==> config.mk <==
export PLATFORM = sky130hd
export DESIGN_NAME = ipsp_periph_space
export DESIGN_NICKNAME = d
export VERILOG_FILES = /design/src/ipsp_pkg.sv /design/src/ipsp_rbus_if.sv /design/src/ipsp_rbus_eng.sv /design/src/ipsp_periph_space.sv
export SDC_FILE = /design/constraint.sdc
export NUM_CORES = 1
export LEC_CHECK = 0
export ABC_AREA = 1
export ABC_CLOCK_PERIOD_IN_PS = 14800
export BUFFER_PORTS_ARGS = -buffer_cell sky130_fd_sc_hd__buf_2
export CELL_PAD_IN_SITES_DETAIL_PLACEMENT = 1
export CELL_PAD_IN_SITES_GLOBAL_PLACEMENT = 2
export CORE_ASPECT_RATIO = 1.4
export CORE_MARGIN = 2
export CORE_UTILIZATION = 33
export CTS_BUF_LIST = sky130_fd_sc_hd__clkbuf_4 sky130_fd_sc_hd__clkbuf_8 sky130_fd_sc_hd__clkbuf_16
export CTS_CLUSTER_DIAMETER = 40
export DETAILED_ROUTE_END_ITERATION = 8
export GPL_ROUTABILITY_DRIVEN = 0
export PLACE_DENSITY = 0.83
export SLEW_MARGIN = 20
export SYNTH_ARGS = -nofsm -noshare
export SYNTH_HDL_FRONTEND = slang
export SYNTH_SLANG_ARGS = --single-unit
==> constraint.sdc <==
create_clock -name clk -period 14.8 [get_ports clk]
set_input_delay 2.22 -clock clk [delete_from_list [all_inputs] [get_ports clk]]
set_output_delay 2.22 -clock clk [all_outputs]
set_load 0.01 [all_outputs]
==> src/ipsp_pkg.sv <==
// constants and types shared by the peripheral space block
package ipsp_pkg;

   // ======================================================
   // pointer values
   localparam logic [7:0] PTR_RESET = 8'h00;
   localparam logic [7:0] PTR_WDATA_MSB = 8'h07;
   localparam logic [7:0] PTR_RDATA_MSB = 8'h17;
   localparam logic [7:0] PTR_LAST = 8'hFF;
   localparam logic [7:0] PTR_WRAP = 8'h00;
   localparam logic [7:0] PTR_STEP = 8'h01;
   localparam logic [7:0] PTR_MBOUT_MSB = 8'h93;
   localparam logic [7:0] PTR_MBIN_MSB = 8'h97;

   // ======================================================
   // register offsets in the 256-byte space
   localparam logic [7:0] OFS_WADDR = 8'h00;
   localparam logic [7:0] OFS_WDATA = 8'h04;
   localparam logic [7:0] OFS_RADDR = 8'h10;
   localparam logic [7:0] OFS_RDATA = 8'h14;
   localparam logic [7:0] OFS_ASTAT = 8'h20;
   localparam logic [7:0] OFS_ACTRL = 8'h24;
   localparam logic [7:0] OFS_SUMM = 8'h80;
   localparam logic [7:0] OFS_AEN = 8'h84;
   localparam logic [7:0] OFS_MBOUT = 8'h90;
   localparam logic [7:0] OFS_MBIN = 8'h94;

   // ======================================================
   // access control fields and reset values
   localparam int CTRL_WR_EN_BIT = 0;
   localparam int CTRL_RD_EN_BIT = 1;
   localparam int CTRL_AUTO_INC_BIT = 2;
   localparam logic [31:0] CTRL_RESET = 32'h0000_0003;
   localparam logic [31:0] WORD_RESET = 32'h0000_0000;
   localparam logic [31:0] ADDR_STEP = 32'h0000_0004;

   // ======================================================
   // access status fields
   localparam int STAT_ALERT_BIT = 0;
   localparam int STAT_WR_OK_BIT = 1;
   localparam int STAT_RD_OK_BIT = 2;
   localparam int STAT_BUS_ERR_BIT = 3;
   localparam int STAT_DENIED_BIT = 4;
   localparam int STAT_MBOUT_FULL_BIT = 5;
   localparam int STAT_MBIN_FULL_BIT = 6;

   // internal bus engine states
   typedef enum logic {ENG_IDLE, ENG_BUS} ipsp_eng_e;

endpackage : ipsp_pkg

==> src/ipsp_rbus_if.sv <==
// carrier between the peripheral space core and its register bus engine
`timescale 1ns/10ps
interface ipsp_rbus_if;
   logic start;
   logic we;
   logic [31:0] addr;
   logic [31:0] wdata;
   logic done;
   logic err;
   logic [31:0] rdata;

   modport core (output start, output we, output addr, output wdata,
                 input done, input err, input rdata);
   modport eng (input start, input we, input addr, input wdata,
                output done, output err, output rdata);
endinterface : ipsp_rbus_if

==> src/ipsp_rbus_eng.sv <==
// internal register bus master: one access per start, done pulse on finish
`timescale 1ns/10ps
module ipsp_rbus_eng
   import ipsp_pkg::*;
(
   // clock and synchronised reset
   input wire logic clk,
   input wire logic rst_core_n,
   // request side
   ipsp_rbus_if.eng bus,
   // internal register bus
   output logic rb_req,
   output logic rb_we,
   output logic [31:0] rb_addr,
   output logic [31:0] rb_wdata,
   input wire logic rb_ack,
   input wire logic rb_err,
   input wire logic [31:0] rb_rdata
);

   ipsp_eng_e state_r;
   ipsp_eng_e state_nxt;
   logic we_r;
   logic [31:0] addr_r;
   logic [31:0] wdata_r;
   logic done_r;
   logic err_r;
   logic [31:0] rdata_r;
   logic finish;

   // ======================================================
   // state sequencing; a start while busy cannot occur, core blocks it
   always_comb begin
      state_nxt = state_r;
      unique case (state_r)
         ENG_IDLE: if (bus.start) state_nxt = ENG_BUS;
         ENG_BUS: if (rb_ack) state_nxt = ENG_IDLE;
      endcase
   end

   assign finish = (state_r == ENG_BUS) & rb_ack;

   // request held until the slave acknowledges
   always_ff @(posedge clk or negedge rst_core_n) begin
      if (!rst_core_n) begin
         state_r <= ENG_IDLE;
         we_r <= 1'b0;
         addr_r <= WORD_RESET;
         wdata_r <= WORD_RESET;
         done_r <= 1'b0;
         err_r <= 1'b0;
         rdata_r <= WORD_RESET;
      end else begin
         state_r <= state_nxt;
         if (bus.start && state_r == ENG_IDLE) begin
            we_r <= bus.we;
            addr_r <= bus.addr;
            wdata_r <= bus.wdata;
         end
         done_r <= finish;
         if (finish) err_r <= rb_err;
         if (finish && !we_r) rdata_r <= rb_rdata;
      end
   end

   // bus outputs
   assign rb_req = (state_r == ENG_BUS);
   assign rb_we = we_r;
   assign rb_addr = addr_r;
   assign rb_wdata = wdata_r;
   assign bus.done = done_r;
   assign bus.err = err_r;
   assign bus.rdata = rdata_r;

endmodule : ipsp_rbus_eng

==> src/ipsp_periph_space.sv <==
// slave peripheral address space: pointer, mapped registers, indirect access
// Functional notes
// [RULE_01] bytes 0x00-0x03 hold the aligned target address for indirect writes
// [RULE_02] writing byte 0x07 sends the whole write-data word over the internal bus
// [RULE_03] after writing byte 0x07 the pointer goes back to 0x04
// [RULE_04] reading byte 0x07 advances to 0x08 and starts no write
// [RULE_05] bytes 0x10-0x13 hold the aligned source address for indirect reads
// [RULE_06] reading byte 0x14 fetches the word first, then returns its low byte
// [RULE_07] after reading byte 0x17 the pointer goes back to 0x14
// [RULE_08] read-data bytes are read only; writing 0x17 advances to 0x18
// [RULE_09] reserved ranges map to no register
// [RULE_10] access at byte 0xFF wraps the pointer to 0x00
// [RULE_11] bytes 0x20-0x23 are a read-only access status word
// [RULE_12] bytes 0x24-0x27 are a read/write control word for indirect access
// [RULE_13] bytes 0x80-0x83 show the internal status summary, read only
// [RULE_14] bytes 0x84-0x87 are enables letting summary bits set the alert flag
// [RULE_15] bytes 0x90-0x93 are an outgoing mailbox, written by the processor
// [RULE_16] bytes 0x94-0x97 are an incoming mailbox written by the master
// [RULE_17] the master sends the pointer byte first in every write
// [RULE_18] otherwise the pointer increments after every byte read or written
// [RULE_19] unmapped bytes read zero; writes there only advance the pointer
// [RULE_20] lowest byte address selects the least significant byte of a word
// [RULE_21] clock held low while an internal bus access is in progress
// [RULE_22] the pointer is cleared to zero by reset
`timescale 1ns/10ps
module ipsp_periph_space
   import ipsp_pkg::*;
(
   // clock and reset
   input wire logic clk,
   input wire logic rst_n,
   // byte stream from the slave protocol engine
   input wire logic ptr_load,
   input wire logic [7:0] ptr_value,
   input wire logic wr_strobe,
   input wire logic [7:0] wr_byte,
   input wire logic rd_strobe,
   output logic rd_valid,
   output logic [7:0] rd_byte,
   output logic scl_hold,
   output logic [7:0] peripheral_pointer,
   // internal register bus
   output logic rb_req,
   output logic rb_we,
   output logic [31:0] rb_addr,
   output logic [31:0] rb_wdata,
   input wire logic rb_ack,
   input wire logic rb_err,
   input wire logic [31:0] rb_rdata,
   // processor side
   input wire logic mbox_out_we,
   input wire logic [31:0] mbox_out_data,
   output logic [31:0] mbox_in_data,
   output logic mbox_in_full,
   input wire logic mbox_in_ack,
   input wire logic [31:0] status_summary_in,
   input wire logic alert_clear,
   output logic alert_flag,
   output logic [31:0] access_control
);

   // ======================================================
   // reset release through two flops
   logic rst_meta_r;
   logic rst_sync_r;
   logic rst_core_n;

   always_ff @(posedge clk or negedge rst_n) begin
      if (!rst_n) begin
         rst_meta_r <= 1'b0;
         rst_sync_r <= 1'b0;
      end else begin
         rst_meta_r <= 1'b1;
         rst_sync_r <= rst_meta_r;
      end
   end
   assign rst_core_n = rst_sync_r;

   // ======================================================
   // registers
   logic [7:0] ptr_r, ptr_nxt;
   logic [31:0] waddr_r, waddr_nxt;
   logic [31:0] wdata_r, wdata_nxt;
   logic [31:0] raddr_r, raddr_nxt;
   logic [31:0] rdata_r, rdata_nxt;
   logic [31:0] ctrl_r, ctrl_nxt;
   logic [31:0] aen_r, aen_nxt;
   logic [31:0] mbout_r, mbout_nxt;
   logic [31:0] mbin_r, mbin_nxt;
   logic alert_r, alert_nxt;
   logic wr_ok_r, wr_ok_nxt;
   logic rd_ok_r, rd_ok_nxt;
   logic err_r, err_nxt;
   logic deny_r, deny_nxt;
   logic mbout_full_r, mbout_full_nxt;
   logic mbin_full_r, mbin_full_nxt;
   logic pend_r, pend_nxt;
   logic pend_rd_r, pend_rd_nxt;
   logic rd_valid_r, rd_valid_nxt;
   logic [7:0] rd_byte_r, rd_byte_nxt;

   ipsp_rbus_if rbus ();

   ipsp_rbus_eng u_eng (
      .clk(clk),
      .rst_core_n(rst_core_n),
      .bus(rbus.eng),
      .rb_req(rb_req),
      .rb_we(rb_we),
      .rb_addr(rb_addr),
      .rb_wdata(rb_wdata),
      .rb_ack(rb_ack),
      .rb_err(rb_err),
      .rb_rdata(rb_rdata)
   );

   // overlay one byte lane of a word
   function automatic logic [31:0] put_byte(input logic [31:0] w, input logic [1:0] l,
                                            input logic [7:0] b);
      logic [31:0] r;
      r = w;
      r[{l, 3'b000} +: 8] = b;
      return r;
   endfunction : put_byte

   // ======================================================
   // request acceptance; nothing is taken while the clock is stretched
   logic idle, ptr_take, wr_take, rd_take;
   assign idle = !pend_r;
   assign ptr_take = ptr_load & idle;
   assign wr_take = wr_strobe & idle & !ptr_load;
   assign rd_take = rd_strobe & idle & !ptr_load & !wr_strobe;

   // ======================================================
   // address decode, word index and lane
   logic [5:0] wsel;
   logic [1:0] lane;
   logic hit_waddr, hit_wdata, hit_raddr, hit_rdata, hit_astat, hit_actrl;
   logic hit_summ, hit_aen, hit_mbout, hit_mbin, hit_any;
   assign wsel = ptr_r[7:2];
   assign lane = ptr_r[1:0];
   assign hit_waddr = (wsel == OFS_WADDR[7:2]);
   assign hit_wdata = (wsel == OFS_WDATA[7:2]);
   assign hit_raddr = (wsel == OFS_RADDR[7:2]);
   assign hit_rdata = (wsel == OFS_RDATA[7:2]);
   assign hit_astat = (wsel == OFS_ASTAT[7:2]);
   assign hit_actrl = (wsel == OFS_ACTRL[7:2]);
   assign hit_summ = (wsel == OFS_SUMM[7:2]);
   assign hit_aen = (wsel == OFS_AEN[7:2]);
   assign hit_mbout = (wsel == OFS_MBOUT[7:2]);
   assign hit_mbin = (wsel == OFS_MBIN[7:2]);
   assign hit_any = hit_waddr | hit_wdata | hit_raddr | hit_rdata | hit_astat
                  | hit_actrl | hit_summ | hit_aen | hit_mbout | hit_mbin; // RULE_09

   // ======================================================
   // indirect access launch; a disabled access is recorded, not performed
   logic at_wmsb, at_rmsb, at_rlsb;
   logic wr_go, wr_deny, rd_go, rd_deny, rd_local, fetch_done, auto_inc;
   assign at_wmsb = (ptr_r == PTR_WDATA_MSB);
   assign at_rmsb = (ptr_r == PTR_RDATA_MSB);
   assign at_rlsb = (ptr_r == OFS_RDATA);
   assign wr_go = wr_take & at_wmsb & ctrl_r[CTRL_WR_EN_BIT]; // RULE_02 RULE_12
   assign wr_deny = wr_take & at_wmsb & !ctrl_r[CTRL_WR_EN_BIT];
   assign rd_go = rd_take & at_rlsb & ctrl_r[CTRL_RD_EN_BIT]; // RULE_06 RULE_12
   assign rd_deny = rd_take & at_rlsb & !ctrl_r[CTRL_RD_EN_BIT];
   assign rd_local = rd_take & !rd_go; // RULE_04
   assign fetch_done = rbus.done & pend_rd_r;
   assign auto_inc = ctrl_r[CTRL_AUTO_INC_BIT];

   // aligned addresses, lane 3 byte merged into the word on the way out
   assign rbus.start = wr_go | rd_go;
   assign rbus.we = wr_go;
   assign rbus.addr = wr_go ? {waddr_r[31:2], 2'b00} : {raddr_r[31:2], 2'b00}; // RULE_01 RULE_05
   assign rbus.wdata = put_byte(wdata_r, lane, wr_byte); // RULE_02

   // ======================================================
   // pointer movement with its three exceptions
   logic [7:0] ptr_adv, ptr_after_wr, ptr_after_rd;
   assign ptr_adv = (ptr_r == PTR_LAST) ? PTR_WRAP : ptr_r + PTR_STEP; // RULE_10 RULE_18
   assign ptr_after_wr = at_wmsb ? OFS_WDATA : ptr_adv; // RULE_03 RULE_08
   assign ptr_after_rd = at_rmsb ? OFS_RDATA : ptr_adv; // RULE_07
   // a fetching read advances only once the word is in
   assign ptr_nxt = ptr_take ? ptr_value :
                    wr_take ? ptr_after_wr :
                    (rd_local | fetch_done) ? ptr_after_rd : ptr_r; // RULE_18 RULE_19

   // ======================================================
   // read side: access status word and byte select
   logic [31:0] stat_word, rd_word;
   logic [7:0] rd_sel_byte;
   always_comb begin
      stat_word = WORD_RESET;
      stat_word[STAT_ALERT_BIT] = alert_r;
      stat_word[STAT_WR_OK_BIT] = wr_ok_r;
      stat_word[STAT_RD_OK_BIT] = rd_ok_r;
      stat_word[STAT_BUS_ERR_BIT] = err_r;
      stat_word[STAT_DENIED_BIT] = deny_r;
      stat_word[STAT_MBOUT_FULL_BIT] = mbout_full_r;
      stat_word[STAT_MBIN_FULL_BIT] = mbin_full_r; // RULE_11
   end

   assign rd_word = hit_waddr ? waddr_r :
                    hit_wdata ? wdata_r :
                    hit_raddr ? raddr_r :
                    hit_rdata ? rdata_r :
                    hit_astat ? stat_word : // RULE_11
                    hit_actrl ? ctrl_r :
                    hit_summ ? status_summary_in : // RULE_13
                    hit_aen ? aen_r :
                    hit_mbout ? mbout_r : // RULE_15
                    hit_mbin ? mbin_r : WORD_RESET; // RULE_19
   assign rd_sel_byte = rd_word[{lane, 3'b000} +: 8]; // RULE_20

   // ======================================================
   // byte writes; read-only words simply ignore them
   logic [31:0] wr_merge;
   assign wr_merge = put_byte(rd_word, lane, wr_byte); // RULE_20
   assign waddr_nxt = (wr_take & hit_waddr) ? wr_merge :
                      (rbus.done & !pend_rd_r & auto_inc) ? waddr_r + ADDR_STEP : waddr_r;
   assign wdata_nxt = (wr_take & hit_wdata) ? wr_merge : wdata_r;
   assign raddr_nxt = (wr_take & hit_raddr) ? wr_merge :
                      (fetch_done & auto_inc) ? raddr_r + ADDR_STEP : raddr_r;
   assign rdata_nxt = fetch_done ? rbus.rdata : rdata_r; // RULE_06 RULE_08
   assign ctrl_nxt = (wr_take & hit_actrl) ? wr_merge : ctrl_r; // RULE_12
   assign aen_nxt = (wr_take & hit_aen) ? wr_merge : aen_r; // RULE_14
   assign mbout_nxt = mbox_out_we ? mbox_out_data : mbout_r; // RULE_15
   assign mbin_nxt = (wr_take & hit_mbin) ? wr_merge : mbin_r; // RULE_16

   // ======================================================
   // sticky status; a set in the clearing cycle wins
   logic alert_set, res_clr, mbout_take, mbin_fill;
   assign alert_set = |(status_summary_in & aen_r); // RULE_14
   assign res_clr = rd_local & (ptr_r == OFS_ASTAT);
   assign mbout_take = rd_local & (ptr_r == PTR_MBOUT_MSB);
   assign mbin_fill = wr_take & (ptr_r == PTR_MBIN_MSB); // RULE_16
   assign alert_nxt = alert_set | (alert_r & !alert_clear); // RULE_14
   assign wr_ok_nxt = (rbus.done & !pend_rd_r & !rbus.err) | (wr_ok_r & !res_clr);
   assign rd_ok_nxt = (fetch_done & !rbus.err) | (rd_ok_r & !res_clr);
   assign err_nxt = (rbus.done & rbus.err) | (err_r & !res_clr);
   assign deny_nxt = wr_deny | rd_deny | (deny_r & !res_clr);
   assign mbout_full_nxt = mbox_out_we | (mbout_full_r & !mbout_take);
   assign mbin_full_nxt = mbin_fill | (mbin_full_r & !mbox_in_ack);

   // ======================================================
   // stretch and answer; stretch lasts from launch to done
   assign pend_nxt = rbus.start | (pend_r & !rbus.done); // RULE_21
   assign pend_rd_nxt = rd_go | (pend_rd_r & !rbus.done);
   assign rd_valid_nxt = rd_local | fetch_done;
   assign rd_byte_nxt = fetch_done ? rbus.rdata[7:0] :
                        rd_local ? rd_sel_byte : rd_byte_r; // RULE_06 RULE_19

   // pointer and indirect access words
   always_ff @(posedge clk or negedge rst_core_n) begin
      if (!rst_core_n) begin
         ptr_r <= PTR_RESET; // RULE_22
         waddr_r <= WORD_RESET;
         wdata_r <= WORD_RESET;
         raddr_r <= WORD_RESET;
         rdata_r <= WORD_RESET;
      end else begin
         ptr_r <= ptr_nxt;
         waddr_r <= waddr_nxt;
         wdata_r <= wdata_nxt;
         raddr_r <= raddr_nxt;
         rdata_r <= rdata_nxt;
      end
   end

   // control, enables and mailboxes
   always_ff @(posedge clk or negedge rst_core_n) begin
      if (!rst_core_n) begin
         ctrl_r <= CTRL_RESET;
         aen_r <= WORD_RESET;
         mbout_r <= WORD_RESET;
         mbin_r <= WORD_RESET;
      end else begin
         ctrl_r <= ctrl_nxt;
         aen_r <= aen_nxt;
         mbout_r <= mbout_nxt;
         mbin_r <= mbin_nxt;
      end
   end

   // status flags
   always_ff @(posedge clk or negedge rst_core_n) begin
      if (!rst_core_n) begin
         {alert_r, wr_ok_r, rd_ok_r, err_r} <= 4'h0;
         {deny_r, mbout_full_r, mbin_full_r} <= 3'h0;
      end else begin
         {alert_r, wr_ok_r, rd_ok_r, err_r} <= {alert_nxt, wr_ok_nxt, rd_ok_nxt, err_nxt};
         {deny_r, mbout_full_r, mbin_full_r} <= {deny_nxt, mbout_full_nxt, mbin_full_nxt};
      end
   end

   // handshake state and answer byte
   always_ff @(posedge clk or negedge rst_core_n) begin
      if (!rst_core_n) begin
         pend_r <= 1'b0;
         pend_rd_r <= 1'b0;
         rd_valid_r <= 1'b0;
         rd_byte_r <= 8'h00;
      end else begin
         pend_r <= pend_nxt;
         pend_rd_r <= pend_rd_nxt;
         rd_valid_r <= rd_valid_nxt;
         rd_byte_r <= rd_byte_nxt;
      end
   end

   // ======================================================
   // outputs
   assign rd_valid = rd_valid_r;
   assign rd_byte = rd_byte_r;
   assign scl_hold = pend_r; // RULE_21
   assign peripheral_pointer = ptr_r;
   assign mbox_in_data = mbin_r;
   assign mbox_in_full = mbin_full_r;
   assign alert_flag = alert_r;
   assign access_control = ctrl_r;
endmodule : ipsp_periph_space

; ---- Word level (Yosys, flattened, before mapping)
; Cells that the tools add are included.
[word_totals]
mem_count = 0
romBits = 0
mem_bits_rw = 0
out_inout_bits = 150
reg_bits = 384
latch_bits = 0
[op_classes]
shifts = 3
n_div = 0
add_sub_neg = 4
n_bitwise = 53
eq_ne = 16
muxes = 28
mul = 0
n_reduce_logical = 22
n_lt_le_gt_ge = 0
[ops]
columns = op, n
row1 = 32-bit 2-to-1 mux, 15
row2 = "32-bit by 3-bit adder with 32-bit output, second input constant", 2
row3 = 32-bit bitwise mux, 2
row4 = 8-bit 2-to-1 mux, 8
row5 = 1-bit AND, 39
row6 = 32-bit AND, 1
row7 = 32-bit OR reduction, 1
row8 = "8-bit by 7-bit variable shift with 32-bit output, first input constant", 1
row9 = 32-bit by 6-bit variable part select with 8-bit output, 1
row10 = 8-bit by 7-bit variable part select with 32-bit output, 1
row11 = "6-bit == test, second input constant", 4
row12 = "8-bit == test, second input constant", 3
row13 = "8-bit by 5-bit == test with 1-bit output, second input constant", 2
row14 = 1-bit zero test, 14
row15 = "6-bit by 3-bit == test with 1-bit output, second input constant", 2
row16 = "6-bit by 4-bit == test with 1-bit output, second input constant", 2
row17 = 1-bit bitwise OR, 12
row18 = "8-bit by 1-bit adder with 8-bit output, second input constant", 1
row19 = "8-bit by 3-bit == test with 1-bit output, second input constant", 1
row20 = "8-bit by 6-bit == test with 1-bit output, second input constant", 1
row21 = 5-bit negation with 7-bit output, 1
row22 = "6-bit by 1-bit == test with 1-bit output, second input constant", 1
row23 = 6-bit zero test, 1
row24 = 2-bit nonzero test, 3
row25 = 5 further kinds, 7

; ---- Longest topological paths before layout
; Gate-level depths: netlist of the first run.
[logic_depth]
word_depth = 14
mapped_depth = 16
mapped_depth_nobuf = 16

; ---- By module
; From an unflattened synthesis of the first run, not the netlist that was laid out.
[hier_totals]
cells_unflattened = 2842
hier_area_um2 = 20787.4
[by_module_without_submodules]
columns = module, cells_per_inst, area_per_inst_um2, seq_area_each_um2, instances
row1 = ipsp_periph_space, 2406, 16772.3, 7109.3, 1
row2 = ipsp_rbus_eng, 436, 4015.1, 2502.4, 1

; ---- Worst setup path before layout of the first run
; Ideal clock, no wire load.
[synth_path]
path_kind = input -> register
startpoint = input ptr_load
endpoint = register u_eng.wdata_r[6] (netlist: u_eng.rb_wdata[6])
n_path_buf = 2
arrival_ps = 3741
setup_ps = 132
t_required_ps = 14668
setup_slack_ps = 10928
path_stages = 12
path_cell_list = nor3_1 -> inv_2 -> nor2_4 -> inv_2 -> nor2_4 -> nand2_2 -> nand2_2 -> inv_2 -> nor2_4 -> buf_6 -> buf_2 -> a31oi_1
[synth_via]
elab_chain_len = 7
elab_cells_between_ends = 10
cone_classes = bitwise (8) / reduce/logical (2)
[synth_lines]
columns = element, line
row1 = from (decl), ipsp_periph_space.sv:33  ; input wire logic ptr_load,
row2 = 1-bit zero test (*), "ipsp_periph_space.sv:131, ipsp_periph_space.sv:132"
row3 = 1-bit AND (2 in a row), ipsp_periph_space.sv:132  ; assign rd_take = rd_strobe & idle & !ptr_load & !wr_strobe;
row4 = 1-bit AND (2 in a row), ipsp_periph_space.sv:164  ; assign rd_go = rd_take & at_rlsb & ctrl_r[CTRL_RD_EN_BIT];
row5 = 1-bit bitwise OR (*), ipsp_periph_space.sv:171  ; assign rbus.start = wr_go | rd_go;
row6 = 1-bit logical AND (*), ipsp_rbus_eng.sv:55  ; if (bus.start && state_r == ENG_IDLE) begin
row7 = to (signal assigned), ipsp_rbus_eng.sv:58  ; wdata_r <= bus.wdata;
row8 = to (decl), ipsp_rbus_eng.sv:25  ; logic [31:0] wdata_r;
; Mark *: on every way between the ends. The rest lies on a longest branch, timed or not.
; A chain may end at the register's enable or synchronous reset.

; ---- Worst setup path after layout of the first run
[layout_path]
startpoint = input ptr_load
endpoint = register u_eng.wdata_r[24] (netlist: u_eng.rb_wdata[24])
; Same word-level chain as after synthesis.

==> results of run 1 <==
-- layout make-up --
| cell class | count | area [µm²] | share of cell area (%) |
|---|---|---|---|
| well taps | 817 | 1020 | 4.15 |
| inverters | 228 | 856 | 3.47 |
| clock inverters | 42 | 526 | 2.13 |
| clock buffers | 81 | 1870 | 7.60 |
| flip-flops and latches | 382 | 9570 | 38.8 |
| multi-input cells | 1995 | 9210 | 37.4 |
| repair buffers | 298 | 1580 | 6.42 |
-- kinds of logic after synthesis --
kind of cell | count (synthesis) | synth area share (%)
compound gates | 413 | 11.5
simple gates | 1525 | 31.2
mux | 23 | 1.29
other cells | 2 | 0.0373
flops | 382 | 47.4
xor+xnor | 23 | 1.00
fa+ha+maj | 8 | 0.497
buf+inv | 360 | 7.03
-- cells in the final DEF, fill, tap and decap left out, drive strengths merged, types with 10 or more instances in the layout --
cell type / n
a31oi: 92
o211ai: 21
nor3: 25
nand3: 226
clkbuf: 81
buf: 298
nand2: 976
o21ai: 205
dfrtp: 380
clkinv: 22
nor2: 236
or2: 14
xor2: 21
mux2: 23
inv: 238
nand4: 33
a21oi: 64
nor4: 10
-- stage by stage --
stage	instance area, µm²	hold slack, ns
floorplan	20200	0.331
global placement	22200	0.333
detailed placement	22200	0.337
CTS	24600	0.361
global route	24600	0.376
finish	24600	0.357
-- report_power, final --
group,switching (µW),total [µW],internal (µW)
Clock,609,1670,1060
Sequential,32.7,1100,1070
Combinational,161,218,56.4
-- worst max-delay path by stage --
stage | from | end | slack [ns] | cells after the start
finish | ptr_load | u_eng.rb_wdata[24] | 8.68 | 14
global route | wr_strobe | u_eng.rb_wdata[29] | 8.33 | 15
CTS | ptr_load | u_eng.rb_wdata[24] | 8.76 | 14
detailed placement | ptr_load | u_eng.rb_wdata[24] | 8.13 | 14
global placement | ptr_load | u_eng.rb_wdata[21] | 8.37 | 14
floorplan | rst_core_n | access_control[10] | 3.37 | 0
-- worst reg2reg max path: stages, from the launching register on --
cell	delay (ns)
dfrtp_1	0.46
nor2_1	0.30
inv_2	0.17
nor2_8	0.61
inv_2	0.19
nor2_4	0.11
buf_4	0.46
inv_2	0.29
nor2_4	0.38
nand2_2	0.63
nand2_2	0.28
inv_2	0.07
nor2_4	0.45
inv_2	0.49
nand2_1	0.24
o21ai_1	0.09
-- metal layers --
metal,global-route usage [%],vias to the layer above
li1,-,9396
met1,36.0,10200
met2,49.5,763
met3,3.89,236
met4,21.0,2
met5,0,-
==> flow_summary.json, run 1 <==
{
  "status": "finished clean",
  "crit_chain": "buf_2 -> nor3_1 -> inv_2 -> nor2_4 -> buf_4 -> inv_2 -> nor2_4 -> nand2_2 -> nand2_2 -> inv_2 -> nor2_4 -> inv_2 -> nand2_1 -> o21ai_1",
  "dpl_worst_slack_ns": 8.13,
  "antenna_left": 0,
  "clk_latency_ns": 0.61,
  "fin_util_pct": 40.6,
  "r2r_cells": 15,
  "synth.largest_area_cell": "dfrtp_1",
  "setup_tns_ns": 0,
  "setup.worst_path.class": "input port to flip-flop",
  "die_area_mm2": 0.0631,
  "nFillCells": 7558,
  "m1WireLength_um": 37100,
  "power.total_uw": 2990,
  "ys_top_cells_by_count": "nand2_1 (973), dfrtp_1 (380), nand3_1 (226), nor2_1 (221), inv_1 (211)",
  "met3WireLength_um": 5420,
  "vias_per_cell": 5.37,
  "num_vias": 20600,
  "post_cts_buffers": 0,
  "max_slew_margin_pct": 24.0,
  "cts_tree": "done",
  "finalCritPeriodShare_pct": 41.4,
  "yosysTopAreaCellShare_pct": 47.2,
  "grt_setup_unrepaired": "no",
  "synth-edff-count": 0,
  "crit_top_cell": "inv_2",
  "drt_iter0_drc": 1497,
  "setup_viol": 0,
  "place_hpwl_um": 72400,
  "synthArstFlopShare_pct": 100,
  "dp.cells": 3720,
  "arrival_ns": 6.56,
  "fin_skew_ns": 0.0254,
  "grt_pass1_wl_um": 139000,
  "initial_core_util_pct": 33.2,
  "crit_required_ns": 15.24,
  "fp.dieW_um": 213,
  "cts.sinks": 382,
  "finalHoldViolations": 0,
  "wl_um": 94100,
  "clk_pin_slew_worst_paths_ns": 0.05,
  "overflow": 0,
  "crit_family": "simple AND/OR/NAND/NOR gates",
  "layoutNonFillerInstCount": 3843,
  "slew_violations": 0,
  "io_buffers": 269,
  "crit_slowest_cell": "nand2_2",
  "synth_seq_area_share_pct": 47.4,
  "diodes": 0,
  "fmax_mhz": 163,
  "cap_violations": 0,
  "drive_gt1_share_pct": 16.6,
  "die_h_um": 296,
  "worst_pin_slew_ns": 1.13,
  "slowest_delay_ns": 0.63,
  "clockBufferDepth": 3,
  "grt_pass1_vias": 21500,
  "area_growth_pct": 22.2,
  "period_needed_ns": 6.12,
  "p_per_area_mw_per_mm2": 121,
  "synth_cells": 2736,
  "htreeDepth": 3,
  "leakage_uw": 0.0124,
  "holdPathEnd": "rst_core_n",
  "timing.rr.end": "u_eng.rb_wdata[24]",
  "ir_worst_vdd_mv": 0.0810,
  "worst_slack_ns": 8.68,
  "grtUsageTotal_pct": 29.9,
  "ios": 272,
  "whs_path_depth": 0,
  "antenna_found_initial": 2,
  "ys.warnings.count": 0,
  "cts_inserted_buffers": 68,
  "postSynthAreaPerCell_um2": 7.37,
  "cts.repair.resized": 0,
  "worst_setup_path_end_kind": "flip-flop",
  "first_pass_iters": 5,
  "yosys_most_used_dff": "dfrtp_1",
  "min_from": "rst_meta_r",
  "hold_buffers": 0,
  "core_mm2": 0.0606,
  "synth_area_mm2": 0.0202,
  "grt_max_degree": 167,
  "critPathBufInv": 6,
  "synth_area_leaders": "dfrtp_1 (47%), nand2_1 (18%), nand3_1 (5.6%)",
  "synth.distinct_cells": 47,
  "fp-row-count": 107,
  "startpoint_type": "input port",
  "wl_per_cell_um": 24.5,
  "highest_layer": "met5",
  "rrSetupSlack_ns": 9.44,
  "r2r_start": "peripheral_pointer[6]",
  "hold_class": "flip-flop to flip-flop",
  "yosys_register_bits": 382,
  "crit_fanout": 51,
  "clock-root-buffer": "clkbuf_16",
  "remaining_drc_errors": 0,
  "synth.most_common_cell": "nand2_1",
  "nets": 3103,
  "wl_met2_um": 44300
}
(Power assumes the default switching activity.)
==> run 2: changes to the inputs <==
Settings changed: ABC_AREA 1 to 0, ABC_CLOCK_PERIOD_IN_PS 14800 to 5300, PLACE_DENSITY 0.83 to 0.8.
Clock period 14.8 ns to 5.3 ns, I/O delays scaled along.
==> flow_summary.json, run 2 <==
{
  "first_pass_iters": 6,
  "grt_pass1_wl_um": 131000,
  "crit_fanout": 24,
  "synth-edff-count": 0,
  "cts_inserted_buffers": 48,
  "finalHoldViolations": 0,
  "hold_class": "flip-flop to flip-flop",
  "io_buffers": 269,
  "status": "finished clean",
  "ir_worst_vdd_mv": 0.288,
  "critical_path_depth": 7,
  "cts_tree": "done",
  "clk_latency_ns": 0.59,
  "nets": 2399,
  "fin_skew_ns": 0.0214,
  "clk_pin_slew_worst_paths_ns": 0.06,
  "antenna_left": 0,
  "num_vias": 18200,
  "rrSetupSlack_ns": 1.10,
  "grt_pass1_vias": 18700,
  "ys.warnings.count": 0,
  "worst_pin_slew_ns": 1.08,
  "fp-row-count": 104,
  "place_hpwl_um": 67700,
  "crit_slowest_cell": "nor4b_4",
  "combPwrFrac_pct": 38.5,
  "period_needed_ns": 4.20,
  "slew_violations": 0,
  "internal-power_uw": 8260,
  "timing.rr.end": "waddr_r[24]",
  "wl_um": 89600,
  "critPathBufInv": 0,
  "crit_family": "simple AND/OR/NAND/NOR gates",
  "fmax_mhz": 238,
  "overflow": 0,
  "synth.most_common_cell": "dfrtp_1",
  "dp.cells": 2960,
  "fin_util_pct": 40.0,
  "synthArstFlopShare_pct": 100,
  "grt_max_degree": 120,
  "synth_area_leaders": "dfrtp_1 (49%), a21oi_1 (6.9%), nor2_1 (5.3%)",
  "r2r_start": "peripheral_pointer[5]",
  "drive_gt1_share_pct": 23.6,
  "clockBufferDepth": 3,
  "die_area_mm2": 0.0603,
  "worst_setup_path_end_kind": "flip-flop",
  "grtUsageTotal_pct": 29.4,
  "wl_per_cell_um": 29.4,
  "arrival_ns": 4.64,
  "ios": 272,
  "yosys_most_used_dff": "dfrtp_1",
  "synth.distinct_cells": 90,
  "leakage_uw": 0.0105,
  "cts.repair.resized": 0,
  "ys_top_cells_by_count": "dfrtp_1 (380), nor2_1 (272), a21oi_1 (264), nand2_1 (218), clkbuf_1 (81)",
  "yosys_register_bits": 382,
  "r2r_cells": 7,
  "multi_input_area_mm2": 0.00902,
  "slowest_delay_ns": 0.83,
  "p_clk_share_pct": 22.6,
  "cap_violations": 0,
  "postSynthAreaPerCell_um2": 9.44,
  "seq_area_mm2": 0.00957,
  "dpl_worst_slack_ns": 0.856,
  "nFillCells": 6619,
  "initial_core_util_pct": 33.4,
  "grt_setup_unrepaired": "no",
  "final_cell_mix": "dfrtp_1 (378), nor2_1 (269), buf_2 (269)",
  "p_sw_uw": 6810,
  "startpoint_type": "flip-flop",
  "p_per_area_mw_per_mm2": 654,
  "synth.largest_area_cell": "dfrtp_1",
  "pwr-share-seq_pct": 38.9,
  "yosysTopAreaCellShare_pct": 49.4,
  "crit_required_ns": 5.74,
  "area_growth_pct": 19.7,
  "cts.sinks": 382,
  "clock-root-buffer": "clkbuf_16",
  "setup_viol": 0,
  "synth_area_mm2": 0.0193,
  "core_mm2": 0.0576,
  "fp.dieW_um": 208,
  "p_sw_share_pct": 45.2,
  "max_slew_margin_pct": 27.6,
  "crit_chain": "nor4b_4 -> nand2_1 -> nor2_1 -> o21ai_0 -> a221oi_1 -> a2bb2oi_2 -> o21ai_0",
  "drt_iter0_drc": 1961,
  "synth_seq_area_share_pct": 49.6,
  "timing.hold.ws_ns": 0.353,
  "worst_slack_ns": 1.10,
  "setup_tns_ns": 0,
  "htreeDepth": 2,
  "finalCritPeriodShare_pct": 79.3,
  "worstSetupStartpoint": "peripheral_pointer[5]",
  "remaining_drc_errors": 0,
  "synth_cells": 2041,
  "die_h_um": 290,
  "crit_top_cell": "o21ai_0",
  "worstSetupEndpoint": "waddr_r[24]",
  "antenna_found_initial": 1,
  "layoutNonFillerInstCount": 3048,
  "final_common_cell": "dfrtp_1",
  "vias_per_cell": 5.96,
  "setup.worst_path.class": "flip-flop to flip-flop"
}
==> run 2: repair_timing <==
item	4_1_cts	5_1_grt
hold buffers	1	0
setup buffers	0	0
endpoints found under the hold margin	2	0
==> run 2: layout make-up <==
cell class	count	share of cell area [%]
Multi-Input combinational cell	1486	39.1
Inverter	28	0.456
Clock inverter	29	1.48
Antenna cell	1	0.0109
Sequential cell	382	41.5
Tap cell	742	4.03
Timing Repair Buffer	323	7.83
Clock buffer	57	5.61
==> run 2: metrics by stage <==
stage                     instance area [µm²]  power (µW)
final                                   23100       15100
after detailed placement                21400       11500
after global placement                  21400       11300
after global routing                    23100       15700
after floorplan                         19300        8470
after CTS                               23000       14900
==> run 2: worst min path at each step <==
stage / from / depth (start not counted) / slack [ns] / end
after floorplan: rst_meta_r / 0 / 0.33 / rst_core_n
after global placement: rst_meta_r / 0 / 0.34 / rst_core_n
after detailed placement: rst_meta_r / 0 / 0.34 / rst_core_n
after CTS: rst_meta_r / 0 / 0.36 / rst_core_n
after global routing: rst_meta_r / 0 / 0.37 / rst_core_n
final: rst_meta_r / 0 / 0.35 / rst_core_n
==> run 2: logic make-up (layout without fill, tap and decap cells) <==
kind of cell               count (synthesis)  count (layout)  share of synthesized area [%]
muxes                                    127             127                           7.17
AOI/OAI and AO/OA                        554             554                           18.3
and+or+nand+nor                          737             737                           17.8
other                                      2               4                         0.0390
DFF                                      382             382                           49.6
adders and majority gates                  8               8                          0.520
xor gates and xnor gates                  57              57                           2.59
buffers and inverters                    174             437                           3.95
==> run 2: power by group through the flow <==
stage / Combinational (µW) / Sequential (µW) / Clock, µW
6_report: 5800 / 5870 / 3410
5_1_grt: 6220 / 5960 / 3570
4_1_cts: 5680 / 5800 / 3440
3_5_place_dp: 5640 / 5850 / 0
3_3_place_gp: 5480 / 5780 / 0
2_1_floorplan: 3290 / 5170 / 0
==> run 2: layer usage <==
metal | global-route usage, % | wire length (µm) | vias to the layer above | share of wire [%]
met5 | 0 | 0 | - | 0
met3 | 4.38 | 6490 | 285 | 7.2
met1 | 37.0 | 34900 | 9130 | 39
met4 | 21.2 | 7620 | 0 | 8.5
met2 | 46.3 | 40600 | 981 | 45
li1 | - | - | 7755 | -
